## src/hdl/adc_seq_consts.vh

```
// register map, field positions and timing counts of the converter sequencer
`ifndef ADC_SEQ_CONSTS_VH
`define ADC_SEQ_CONSTS_VH

`define ADC_CTL_ADDR        16'h1030
`define ADC_RES1_ADDR       16'h1031
`define ADC_RES2_ADDR       16'h1032
`define ADC_RES3_ADDR       16'h1033
`define ADC_RES4_ADDR       16'h1034
`define ADC_OPT_ADDR        16'h1039

`define CTL_CCF_BIT         7
`define CTL_RSVD_BIT        6
`define CTL_SCAN_BIT        5
`define CTL_GROUP_CHANNEL_MODE_BIT        4
`define OPT_CLOCK_SOURCE_SELECT_BIT        6

`define CTL_RESET           6'h00
`define OPT_RESET           1'b0

`define SAMPLE_CYCLES       5'd12
`define SAMPLE_CYCLES_M1    5'd11
`define CONV_CYCLES         6'd32
`define FIRST_RESULT_CYCLES 6'd34
`define SYNC_CYCLES         3'd4

`define CHAN_VH             4'hc
`define CHAN_VL             4'hd
`define CHAN_HALF           4'he

`endif

```

## src/hdl/adc_sar_step.v

```verilog
// one successive-approximation conversion: sample window then eight bit trials
`timescale 1ns/1ps
`default_nettype none
`include "adc_seq_consts.vh"

module adc_sar_step #(
  parameter WIDTH = 8                       // result width
) (
  input  wire             clk_i,            // clock
  input  wire             arst_n_i,         // async reset, active low
  input  wire             start_i,          // begin a conversion
  input  wire             abort_i,          // drop conversion in progress
  input  wire             cmp_i,            // comparator: input above trial
  output reg              sample_o,         // sampling switch closed
  output reg  [WIDTH-1:0] trial_o,          // dac trial code
  output reg              done_o,           // pulse: result valid
  output reg  [WIDTH-1:0] result_o          // last result
);

  // ------------------------------------------------------------
  // sample counter and bit walk
  // ------------------------------------------------------------
  localparam ST_IDLE = 2'd0;
  localparam ST_SAMP = 2'd1;
  localparam ST_BITS = 2'd2;

  reg [1:0]       state_r;
  reg [4:0]       cnt_r;
  reg [WIDTH-1:0] mask_r;

  always @(posedge clk_i or negedge arst_n_i)
  begin
    if (!arst_n_i)
    begin
      state_r  <= ST_IDLE;
      cnt_r    <= 5'h00;
      mask_r   <= {WIDTH{1'b0}};
      sample_o <= 1'b0;
      trial_o  <= {WIDTH{1'b0}};
      done_o   <= 1'b0;
      result_o <= {WIDTH{1'b0}};
    end
    else
    begin
      done_o <= 1'b0;
      if (abort_i)
      begin
        state_r  <= ST_IDLE;
        sample_o <= 1'b0;
      end
      else
      begin
        case (state_r)
          ST_IDLE:
          begin
            if (start_i)
            begin
              state_r  <= ST_SAMP;
              cnt_r    <= 5'h00;
              sample_o <= 1'b1;
            end
          end
          ST_SAMP:
          begin
            cnt_r <= cnt_r + 5'h01;
            if (cnt_r == `SAMPLE_CYCLES_M1)
            begin
              sample_o <= 1'b0;
              state_r  <= ST_BITS;
              mask_r   <= {1'b1, {(WIDTH-1){1'b0}}};
              trial_o  <= {1'b1, {(WIDTH-1){1'b0}}};
            end
          end
          ST_BITS:
          begin
            // msb first; keep bit when input exceeds trial
            if (mask_r[0])
            begin
              result_o <= cmp_i ? trial_o : (trial_o & ~mask_r);
              done_o   <= 1'b1;
              state_r  <= ST_IDLE;
            end
            else
            begin
              trial_o <= (cmp_i ? trial_o : (trial_o & ~mask_r)) | (mask_r >> 1);
              mask_r  <= mask_r >> 1;
            end
          end
          default:
          begin
            state_r <= ST_IDLE;
          end
        endcase
      end
    end
  end

endmodule // adc_sar_step
`default_nettype wire

```

## src/hdl/adc_sequence_control.v

```verilog
// converter sequencer with control/status and result registers on classic wishbone
`timescale 1ns/1ps
`default_nettype none
`include "adc_seq_consts.vh"

// How it works
// - completion flag in bit 7 sets once all four results of the sequence are in.
// - any control write clears the flag and restarts a four-conversion sequence.
// - continuous mode keeps converting, overwriting results while the flag stays set.
// - bit 6 ignores writes and always reads zero.
// - scan bit clear gives exactly four conversions, then stop.
// - scan bit set cycles conversions forever, round robin.
// - group bit clear converts the one selected channel four times.
// - group bit set converts the four channels picked by upper two select bits.
// - group mode ignores low select bits; result slot follows channel low two bits.
// - codes 0-7 pins, 12 high ref, 13 low ref, 14 half ref, others reserved.
// - half reference is made by capacitor control during sampling, no divider.
// - result registers are read-only 8-bit values; writes do nothing.
// - results load only when no bus read is taking the data.
// - sampling switch closes only for a twelve-cycle window at conversion start.
// - reset clears the flag and all other control bits.
// - with bus clock, first result stored 23 cycles after the control write.
// - with alternate clock, a sync delay precedes each result update.
module adc_sequence_control #(
  parameter WIDTH = 8                       // result width
) (
  input  wire             CLK_I,            // 25 mhz clock
  input  wire             ARST_N_I,         // async reset, active low
  input  wire             CYC_I,            // wishbone cycle
  input  wire             STB_I,            // wishbone strobe
  input  wire             WE_I,             // wishbone write enable
  input  wire [15:0]      ADR_I,            // wishbone byte address
  input  wire [3:0]       SEL_I,            // wishbone byte selects
  input  wire [31:0]      DAT_I,            // wishbone write data
  output reg  [31:0]      DAT_O,            // wishbone read data
  output reg              ACK_O,            // wishbone acknowledge
  output reg              ERR_O,            // wishbone error, unmapped
  input  wire             CMP_I,            // comparator output
  output wire [3:0]       MUX_SEL_O,        // analog mux channel code
  output wire             MUX_PIN_O,        // a pin input is selected
  output wire             REF_HIGH_O,       // sample high reference
  output wire             REF_LOW_O,        // sample low reference
  output wire             REF_HALF_O,       // half-reference capacitor split
  output wire             SAMPLE_O,         // sampling switch closed
  output wire [WIDTH-1:0] DAC_O,            // dac trial code
  output wire             BUSY_O            // conversion sequence running
);

  // ------------------------------------------------------------
  // registers
  // ------------------------------------------------------------
  reg [5:0]       ctl_r;                    // scan, group_channel_mode, channel select
  reg             ccf_r;
  reg             clock_source_select_r;
  reg             run_r;
  reg [1:0]       slot_r;                   // result slot being converted
  reg [2:0]       filled_r;                 // results stored since the control write, held at 4
  reg             start_r;
  reg             pend_r;                   // result waiting for store
  reg [2:0]       sync_r;
  reg [WIDTH-1:0] res_r [0:3];

  wire [3:0]       chan;
  wire             conv_done;
  wire [WIDTH-1:0] conv_res;
  wire             req;
  wire             wr;
  wire             rd;
  wire             ctl_hit;
  wire             opt_hit;
  wire             res_hit;
  wire [1:0]       res_idx;
  wire             store;
  wire             scan;
  wire             group_channel_mode;

  assign req     = CYC_I & STB_I & ~ACK_O & ~ERR_O;
  assign wr      = req & WE_I & SEL_I[0];
  assign rd      = req & ~WE_I;
  assign ctl_hit = (ADR_I == `ADC_CTL_ADDR);
  assign opt_hit = (ADR_I == `ADC_OPT_ADDR);
  assign res_hit = (ADR_I >= `ADC_RES1_ADDR) && (ADR_I <= `ADC_RES4_ADDR);
  assign res_idx = ADR_I[1:0] - 2'h1;
  assign scan    = ctl_r[`CTL_SCAN_BIT];
  assign group_channel_mode    = ctl_r[`CTL_GROUP_CHANNEL_MODE_BIT];

  // ------------------------------------------------------------
  // channel selection
  // ------------------------------------------------------------
  // group mode: upper select bits plus slot; low bits ignored
  assign chan       = group_channel_mode ? {ctl_r[3:2], slot_r} : ctl_r[3:0];
  assign MUX_SEL_O  = chan;
  assign MUX_PIN_O  = run_r & ~chan[3];
  assign REF_HIGH_O = run_r & (chan == `CHAN_VH);
  assign REF_LOW_O  = run_r & (chan == `CHAN_VL);
  assign REF_HALF_O = run_r & (chan == `CHAN_HALF) & SAMPLE_O;
  assign BUSY_O     = run_r;

  // ------------------------------------------------------------
  // converter core
  // ------------------------------------------------------------
  adc_sar_step #(
    .WIDTH (WIDTH)
  ) u_sar (
    .clk_i    (CLK_I),
    .arst_n_i (ARST_N_I),
    .start_i  (start_r),
    .abort_i  (wr & ctl_hit),
    .cmp_i    (CMP_I),
    .sample_o (SAMPLE_O),
    .trial_o  (DAC_O),
    .done_o   (conv_done),
    .result_o (conv_res)
  );

  // store is held off while a bus read is being answered
  assign store = pend_r & (sync_r == 3'h0) & ~rd;

  // ------------------------------------------------------------
  // sequencer
  // ------------------------------------------------------------
  always @(posedge CLK_I or negedge ARST_N_I)
  begin
    if (!ARST_N_I)
    begin
      ctl_r    <= `CTL_RESET;
      ccf_r    <= 1'b0;
      clock_source_select_r   <= `OPT_RESET;
      run_r    <= 1'b0;
      slot_r   <= 2'h0;
      filled_r <= 3'h0;
      start_r  <= 1'b0;
      pend_r   <= 1'b0;
      sync_r   <= 3'h0;
    end
    else
    begin
      start_r <= 1'b0;
      if (wr & opt_hit)
      begin
        clock_source_select_r <= DAT_I[`OPT_CLOCK_SOURCE_SELECT_BIT];
      end
      if (wr & ctl_hit)
      begin
        // bit 7 and bit 6 are not stored
        ctl_r    <= DAT_I[5:0];
        ccf_r    <= 1'b0;
        run_r    <= 1'b1;
        slot_r   <= 2'h0;
        filled_r <= 3'h0;
        start_r  <= 1'b1;
        pend_r   <= 1'b0;
        sync_r   <= 3'h0;
      end
      else
      begin
        if (conv_done)
        begin
          pend_r <= 1'b1;
          sync_r <= clock_source_select_r ? `SYNC_CYCLES : 3'h0;
        end
        else if (sync_r != 3'h0)
        begin
          sync_r <= sync_r - 3'h1;
        end
        if (store)
        begin
          pend_r <= 1'b0;
          slot_r <= slot_r + 2'h1;
          if (filled_r != 3'h4)
          begin
            filled_r <= filled_r + 3'h1;
          end
          // fourth result of this pass is in; later passes leave the flag set
          if (filled_r == 3'h3)
          begin
            ccf_r <= 1'b1;
          end
          if (slot_r == 2'h3)
          begin
            run_r <= scan;
            start_r <= scan;
          end
          else
          begin
            start_r <= 1'b1;
          end
        end
      end
    end
  end

  // ------------------------------------------------------------
  // result registers
  // ------------------------------------------------------------
  genvar gi;
  generate
    for (gi = 0; gi < 4; gi = gi + 1)
    begin : g_res
      always @(posedge CLK_I or negedge ARST_N_I)
      begin
        if (!ARST_N_I)
        begin
          res_r[gi] <= {WIDTH{1'b0}};
        end
        else if (store && (slot_r == gi))
        begin
          res_r[gi] <= conv_res;
        end
      end
    end
  endgenerate

  // ------------------------------------------------------------
  // wishbone slave
  // ------------------------------------------------------------
  always @(posedge CLK_I or negedge ARST_N_I)
  begin
    if (!ARST_N_I)
    begin
      DAT_O <= 32'h0000_0000;
      ACK_O <= 1'b0;
      ERR_O <= 1'b0;
    end
    else
    begin
      ACK_O <= 1'b0;
      ERR_O <= 1'b0;
      if (req)
      begin
        if (ctl_hit | opt_hit | res_hit)
        begin
          ACK_O <= 1'b1;
        end
        else
        begin
          ERR_O <= 1'b1;
        end
        DAT_O <= 32'h0000_0000;
        if (!WE_I)
        begin
          if (ctl_hit)
          begin
            DAT_O[7:0] <= {ccf_r, 1'b0, ctl_r};
          end
          else if (opt_hit)
          begin
            DAT_O[`OPT_CLOCK_SOURCE_SELECT_BIT] <= clock_source_select_r;
          end
          else if (res_hit)
          begin
            DAT_O[WIDTH-1:0] <= res_r[res_idx];
          end
        end
      end
    end
  end

endmodule // adc_sequence_control
`default_nettype wire

```

## config.mk

```make
export PLATFORM = sky130hd
export DESIGN_NAME = adc_sequence_control
export DESIGN_NICKNAME = d
export VERILOG_FILES = /design/src/hdl/adc_sar_step.v /design/src/hdl/adc_sequence_control.v
export VERILOG_INCLUDE_DIRS = /design/src /design/src/hdl
export SDC_FILE = /design/constraint.sdc
export NUM_CORES = 1
export LEC_CHECK = 0
export BUFFER_PORTS_ARGS = -buffer_cell sky130_fd_sc_hd__buf_2
export CAP_MARGIN = 20
export CORE_AREA = 5 5 96 121
export CTS_CLUSTER_DIAMETER = 150
export DETAILED_ROUTE_END_ITERATION = 10
export DIE_AREA = 0 0 101 126
export PLACE_DENSITY = 0.71
export SLEW_MARGIN = 15
export SYNTH_ARGS = -nofsm -noshare
export SYNTH_HDL_FRONTEND = slang
export SYNTH_SLANG_ARGS = --single-unit
```

## constraint.sdc

```tcl
create_clock -name CLK_I -period 2.2 [get_ports CLK_I]
set_clock_uncertainty 0.1 [all_clocks]
set_input_delay 0.22 -clock CLK_I [delete_from_list [all_inputs] [get_ports CLK_I]]
set_output_delay 0.22 -clock CLK_I [all_outputs]
set_load 0.005 [all_outputs]
```

==> Yosys cells after proc, flatten, opt, wreduce, memory -nomap -nowiden <==
Cells that the tools add are included.
{ "op_classes": {"n_lt_le_gt_ge": 3, "n_eq_ne": 19, "bitwise": 27, "n_mux": 55, "addsub": 5, "n_reduce_logical": 27} }
{ "ops": {"columns": ["op", "n"], "rows": [
  ["$mux 8", 9],
  ["$eq 16x13->1 const B", 2],
  ["$pmux 8 s2", 2],
  ["$mux 1", 24],
  ["$mux 3", 7],
  ["$bmux 8 s2", 1],
  ["$ge 16x13->1 const B", 1],
  ["$le 16x13->1 const B", 1],
  ["$and 1x1->1", 15],
  ["$reduce_and 3->1", 5],
  ["$mux 2", 7],
  ["$eq 4x4->1 const B", 3],
  ["$reduce_bool 2->1", 6],
  ["$reduce_bool 3->1", 4],
  ["$pmux 5 s2", 1],
  ["$and 8x8->8", 1],
  ["$not 8->8", 1],
  ["$or 8x7->8", 1],
  ["$eq 2x2->1 const B", 3],
  ["$mux 6", 1],
  ["$ne 3x1->1 const B", 2],
  ["$not 1->1", 6],
  ["$pmux 2 s3", 1],
  ["$reduce_and 2->1", 3],
  ["other kinds (21)", 29]
]} }
{ "word_totals": {"ff_bits": 94, "inputBits": 58, "word_cells": 160, "output_inout_bits": 52} }

==> Longest topological paths before layout <==
{ "logic_depth": {"depth_word": 9, "mapped_depth": 9, "mapped_depth_nobuf": 7} }

==> Hierarchy <==
Synthesis repeated with hierarchy kept, for this count alone.
{ "hier_totals": {"hier_cells": 459, "hier_area_um2": 5036.1} }
{ "modules_own_cells": {"columns": ["module", "area_per_inst_um2", "n_inst", "cells_each"], "rows": [
  ["adc_sequence_control", 3220.6, 1, 267],
  ["adc_sar_step", 1815.5, 1, 192]
]} }

==> Worst setup path before layout <==
OpenSTA, ideal clock, no wires.
{ "synth_path": {"path_kind": "input to register", "start": "in ADR_I[0]", "end": "reg ctl_r[0]", "n_path_buf": 2, "stages": 8, "path_slack_ns": -0.354, "arrival_ns": 2.327, "setup_time_ns": 0.128, "path_cell_list": "clkbuf_1 inv_1 ha_1 or3b_2 or4_1 buf_4 nor2_8 mux2_1"} }
{ "synth_between": {"elab_chain_len": 2} }
{ "synth_lines": {"columns": ["element", "line_no", "text"], "rows": [
  ["start: declaration", "adc_sequence_control.v:32", "input wire [15:0] ADR_I,"],
  ["$eq 16x13->1 (no source line)", null, null],
  ["$and 1x1->1", "adc_sequence_control.v:143", "if (wr & ctl_hit)"],
  ["end signal: assignment", "adc_sequence_control.v:126", "ctl_r <= `CTL_RESET;"],
  ["end signal: assignment", "adc_sequence_control.v:146", "ctl_r <= DAT_I[5:0];"],
  ["end: declaration", "adc_sequence_control.v:52", "reg [5:0] ctl_r;"]
]} }
No other way between the ends.
A chain may end at the register's enable or synchronous reset.

==> Final worst setup path <==
{ "layout_path": {"start": "reg sync_r[0]", "end": "reg res_r[29] (netlist bit)"} }
{ "layout_between": {"elab_chain_len": 4} }
{ "layout_lines": {"columns": ["element", "line_no", "text"], "rows": [
  ["start: declaration", "adc_sequence_control.v:60", "reg [2:0] sync_r;"],
  ["start signal: assignment", "adc_sequence_control.v:160", "sync_r <= clock_source_select_r ? `SYNC_CYCLES : 3'h0;"],
  ["start signal: assignment", "adc_sequence_control.v:164", "sync_r <= sync_r - 3'h1;"],
  ["$logic_not 3->1", "adc_sequence_control.v:117", "assign store = pend_r & (sync_r == 3'h0) & ~rd;"],
  ["$and 1x1->1 (2 in a row)", "adc_sequence_control.v:117", null],
  ["$logic_and 1x1->1", "adc_sequence_control.v:206", "else if (store && (slot_r == gi))"],
  ["end signal: indexed assignment", "adc_sequence_control.v:204", "res_r[gi] <= {WIDTH{1'b0}};"],
  ["end signal: indexed assignment", "adc_sequence_control.v:208", "res_r[gi] <= conv_res;"],
  ["end: declaration", "adc_sequence_control.v:61", "reg [WIDTH-1:0] res_r [0:3];"]
]} }
No other way between the ends.

==> flow_summary.yaml <==
placed_design:
  dp_cells: 675
  dpl_cell_area_um2: 5520
  gp_congestion: 0.838
  dp_hpwl_um: 8960
  place_ws_ps: -178
  port_buffers: 57
setup_path:
  max_stage_delay_ps: 390
  crit_chain: "inv_1 > ha_1 > ha_1 > nand2_1 > a21oi_1 > nand2_1 > mux2_2"
  r2r.worst_path.cells: 7
  crit_slowest_cell: "dfrtp_1"
  r2r_setup_slack_ps: 180
  worstSetupPathType: "reg2reg"
  cp.required_ps: 2320
  startpoint_type: "flop"
  endpoint_kind: "flop"
  cp.arrival_ps: 2150
  cp_max_fo: 8
  rr_endpoint: "res_r[29]$_DFFE_PN0P_"
  rr_startpoint: "sync_r[0]$_DFFE_PN0P_"
grt:
  overflow: 0
  grtUsageTotal_pct: 19.5
  grt_max_degree: 43
  antenna_found_initial: 0
  grt_pass1_wl_um: 19400
  first_global_vias: 3938
clocking:
  clock_latency_ps: 340
  htreeDepth: 3
  cts_root_buffer: "clkbuf_16"
  cts-buffers-inserted: 9
  cts_buffer_depth: 2
  clk_pin_slew_ps: 60
  post_cts_buffers: 0
  cts.sinks: 94
  cts_tree: "built"
logic_synthesis:
  synth_area_um2: 4950
  synth_ff_type: "dfrtp_1"
  syn_area_per_cell_um2: 10.5
  ys.warnings.count: 0
  ys_seq_elements: 94
  syn_inst: 474
  async_reset_ff_share_pct: 100
  ys_seq_area_share_pct: 47.5
  synth_cell_type_count: 57
  synth_edf_count: 0
drt:
  drcViolationCount: 0
  dr.pass1.iters: 4
  avgRoutedWirePerCell_um: 17.4
  ant_nets: 0
  vias: 3878
  viasPerCell: 5.60
  route.final.wire_length_um: 12000
  drt_iter0_drc: 228
die:
  die_area_um2: 12700
  coreArea_um2: 10400
  rows: 42
  die_y_um: 126
  initial_utilization_pct: 47.8
  io_pins: 110
  die_w_um: 101
sta:
  finalHoldViolations: 0
  final_max_slew_viol_count: 0
  hold_ws_ps: 15.3
  finalSetupViolations: 0
  worst_slew_pin_slew_ps: 583
  post-route-period-util_pct: 92.0
  fmax_mhz: 494
  period_minus_slack_ps: 2020
  relSlewSlack_pct: 60.9
  setup_ws_ps: 176
  rsz0062_at_grt: "false"
job:
  maxCapViolCount: 0
final_layout:
  diodes: 0
  instances_no_fill: 692
  seqCellArea_um2: 2350
  syn2layout_area_growth_pct: 17.3
  drive_gt1_share_pct: 25.9
  multi_input_area_um2: 2280
  fillers: 918
  fin_nets: 630
  fin_area_um2: 5810
pwr:
  leakagePower_uw: 0.00281
  swShare_pct: 34.2
  p_sw_uw: 1960
  power.internal_uw: 3760
  vdd_drop_max_mv: 0.431
  total_power_uw: 5720
  clockPowerShare_pct: 25.1
  p_comb_share_pct: 31.5
  power.density_nw_per_um2: 985
  pwr-share-seq_pct: 43.4
hold_path:
  hold_end: "ctl_r[2]$_DFFE_PN0P_"
  hold_start: "DAT_I[2]"
  hold_path_depth: 2
  hold_class: "in2reg"
run_status:
  status: "complete, no violations"
==> flip-flops by register name, indices dropped and copies added (netlist names) <==
| name | count |
|---|---|
| ccf_r | 1 |
| u_sar.cnt_r | 5 |
| DAT_O | 8 |
| start_r | 1 |
| ERR_O | 1 |
| slot_r | 2 |
| u_sar.mask_r | 8 |
| BUSY_O | 1 |
| u_sar.done_o | 1 |
| clock_source_select_r | 1 |
| filled_r | 3 |
| res_r | 32 |
| sync_r | 3 |
| pend_r | 1 |
| ctl_r | 6 |
| u_sar.trial_o | 8 |
| u_sar.result_o | 8 |
| ACK_O | 1 |
| u_sar.sample_o | 1 |
| u_sar.state_r | 2 |
==> cells in the final DEF, fill, tap and decap left out, types with 9 or more instances in the layout <==
cell type,count
a21oi_1,16
o21ai_0,38
nor2_1,21
nand3_1,12
nand2_1,42
clkbuf_16,9
o221ai_1,10
mux2_2,18
mux2i_1,13
inv_1,48
conb_1,24
ha_1,15
buf_4,31
dfrtp_1,94
buf_2,56
==> cell usage after synthesis, types with 4 or more instances <==
cell       number  share of area (%)
ha_1           16                4.0
nand2_1        42                3.2
nor2_1         21                1.6
o2bb2ai_1       4               0.71
dfrtp_1        94                 47
a32oi_1         7                1.2
nor2b_1         6               0.76
mux2_2         18                4.1
inv_1          49                3.7
nor4_1          5               0.63
o221ai_1       10                1.8
mux4_2          8                3.6
mux2i_1        13                2.6
o211ai_1        7                1.1
nand3_1        12                1.2
o21ai_0        38                3.8
buf_4          28                4.2
mux2_1          6                1.4
clkbuf_1       12               0.91
a21oi_1        16                1.6
nor3_1          6               0.61
==> logic make-up (layout without fill, tap and decap cells) <==
kind of cell / after synthesis / count (layout) / synth area share, %
AND/OR/NAND/NOR: 116 / 116 / 12.3
AO/OA/AOI/OAI: 108 / 108 / 14.7
flip-flops: 94 / 94 / 47.5
buffers and inverters: 91 / 154 / 9.19
multiplexers: 45 / 45 / 11.7
adder cells (fa/ha/maj): 16 / 16 / 4.04
XOR/XNOR: 3 / 3 / 0.531
other: 1 / 24 / 0.0757
==> metal layers <==
metal | vias to the layer above | GRT usage, % | wire length (µm)
met5 | - | 0 | 0
met1 | 1948 | 22.7 | 4690
met2 | 104 | 35.0 | 6440
met3 | 17 | 3.76 | 622
met4 | 0 | 7.20 | 282
li1 | 1809 | - | -
==> final cells by class <==
class                           count  share of cell area, %
Tap cell                          132                   2.84
Timing Repair Buffer               90                   9.52
Inverter                           49                   3.25
Clock buffer                       14                   4.54
Clock inverter                      1                 0.0861
Multi-Input combinational cell    312                   39.3
Sequential cell                    94                   40.5
==> critical path: cells and delay by family, from the launching register on <==
family	cells	cell delay (ps)
adder cells (fa/ha/maj)	2	310
AO/OA/AOI/OAI	1	250
AND/OR/NAND/NOR	2	420
multiplexers	1	370
buffers and inverters	1	60
flip-flops	1	390
==> stage by stage <==
stage	setup TNS (ps)	util, %
3_3_place_gp	-2700	53.3
4_1_cts	0	56.1
6_report	0	56.1
5_1_grt	0	56.1
2_1_floorplan	-74.9	-
3_5_place_dp	-3300	53.3
==> power by group through the flow <==
stage	combinational [µW]	clock, µW	sequential, µW
6_report	1800	1430	2490
5_1_grt	2040	1530	2530
4_1_cts	1820	1450	2480
3_5_place_dp	1790	0	2510
3_3_place_gp	1710	0	2470
2_1_floorplan	1280	0	2420
==> what timing repair did <==
action,CTS,global route
endpoints found under the setup margin,5,0
hold endpoints to repair,40,0
hold buffers,2,0
resized for setup,1,0
==> worst max path at each step <==
stage                     startpoint                           end  slack, ps  cells after the start
2_1_floorplan               ADR_I[0]          ctl_r[0]$_DFFE_PN0P_        -10                      8
3_3_place_gp                ADR_I[9]  u_sar.trial_o[4]$_DFFE_PN0P_       -150                      6
3_5_place_dp                ADR_I[9]   u_sar.mask_r[1]$_DFFE_PN0P_       -180                      6
4_1_cts        sync_r[0]$_DFFE_PN0P_         res_r[14]$_DFFE_PN0P_        140                      7
5_1_grt        sync_r[0]$_DFFE_PN0P_          res_r[8]$_DFFE_PN0P_          4                      7
6_report       sync_r[0]$_DFFE_PN0P_         res_r[29]$_DFFE_PN0P_        180                      7
Note: power is estimated with default switching activity, not from simulation.
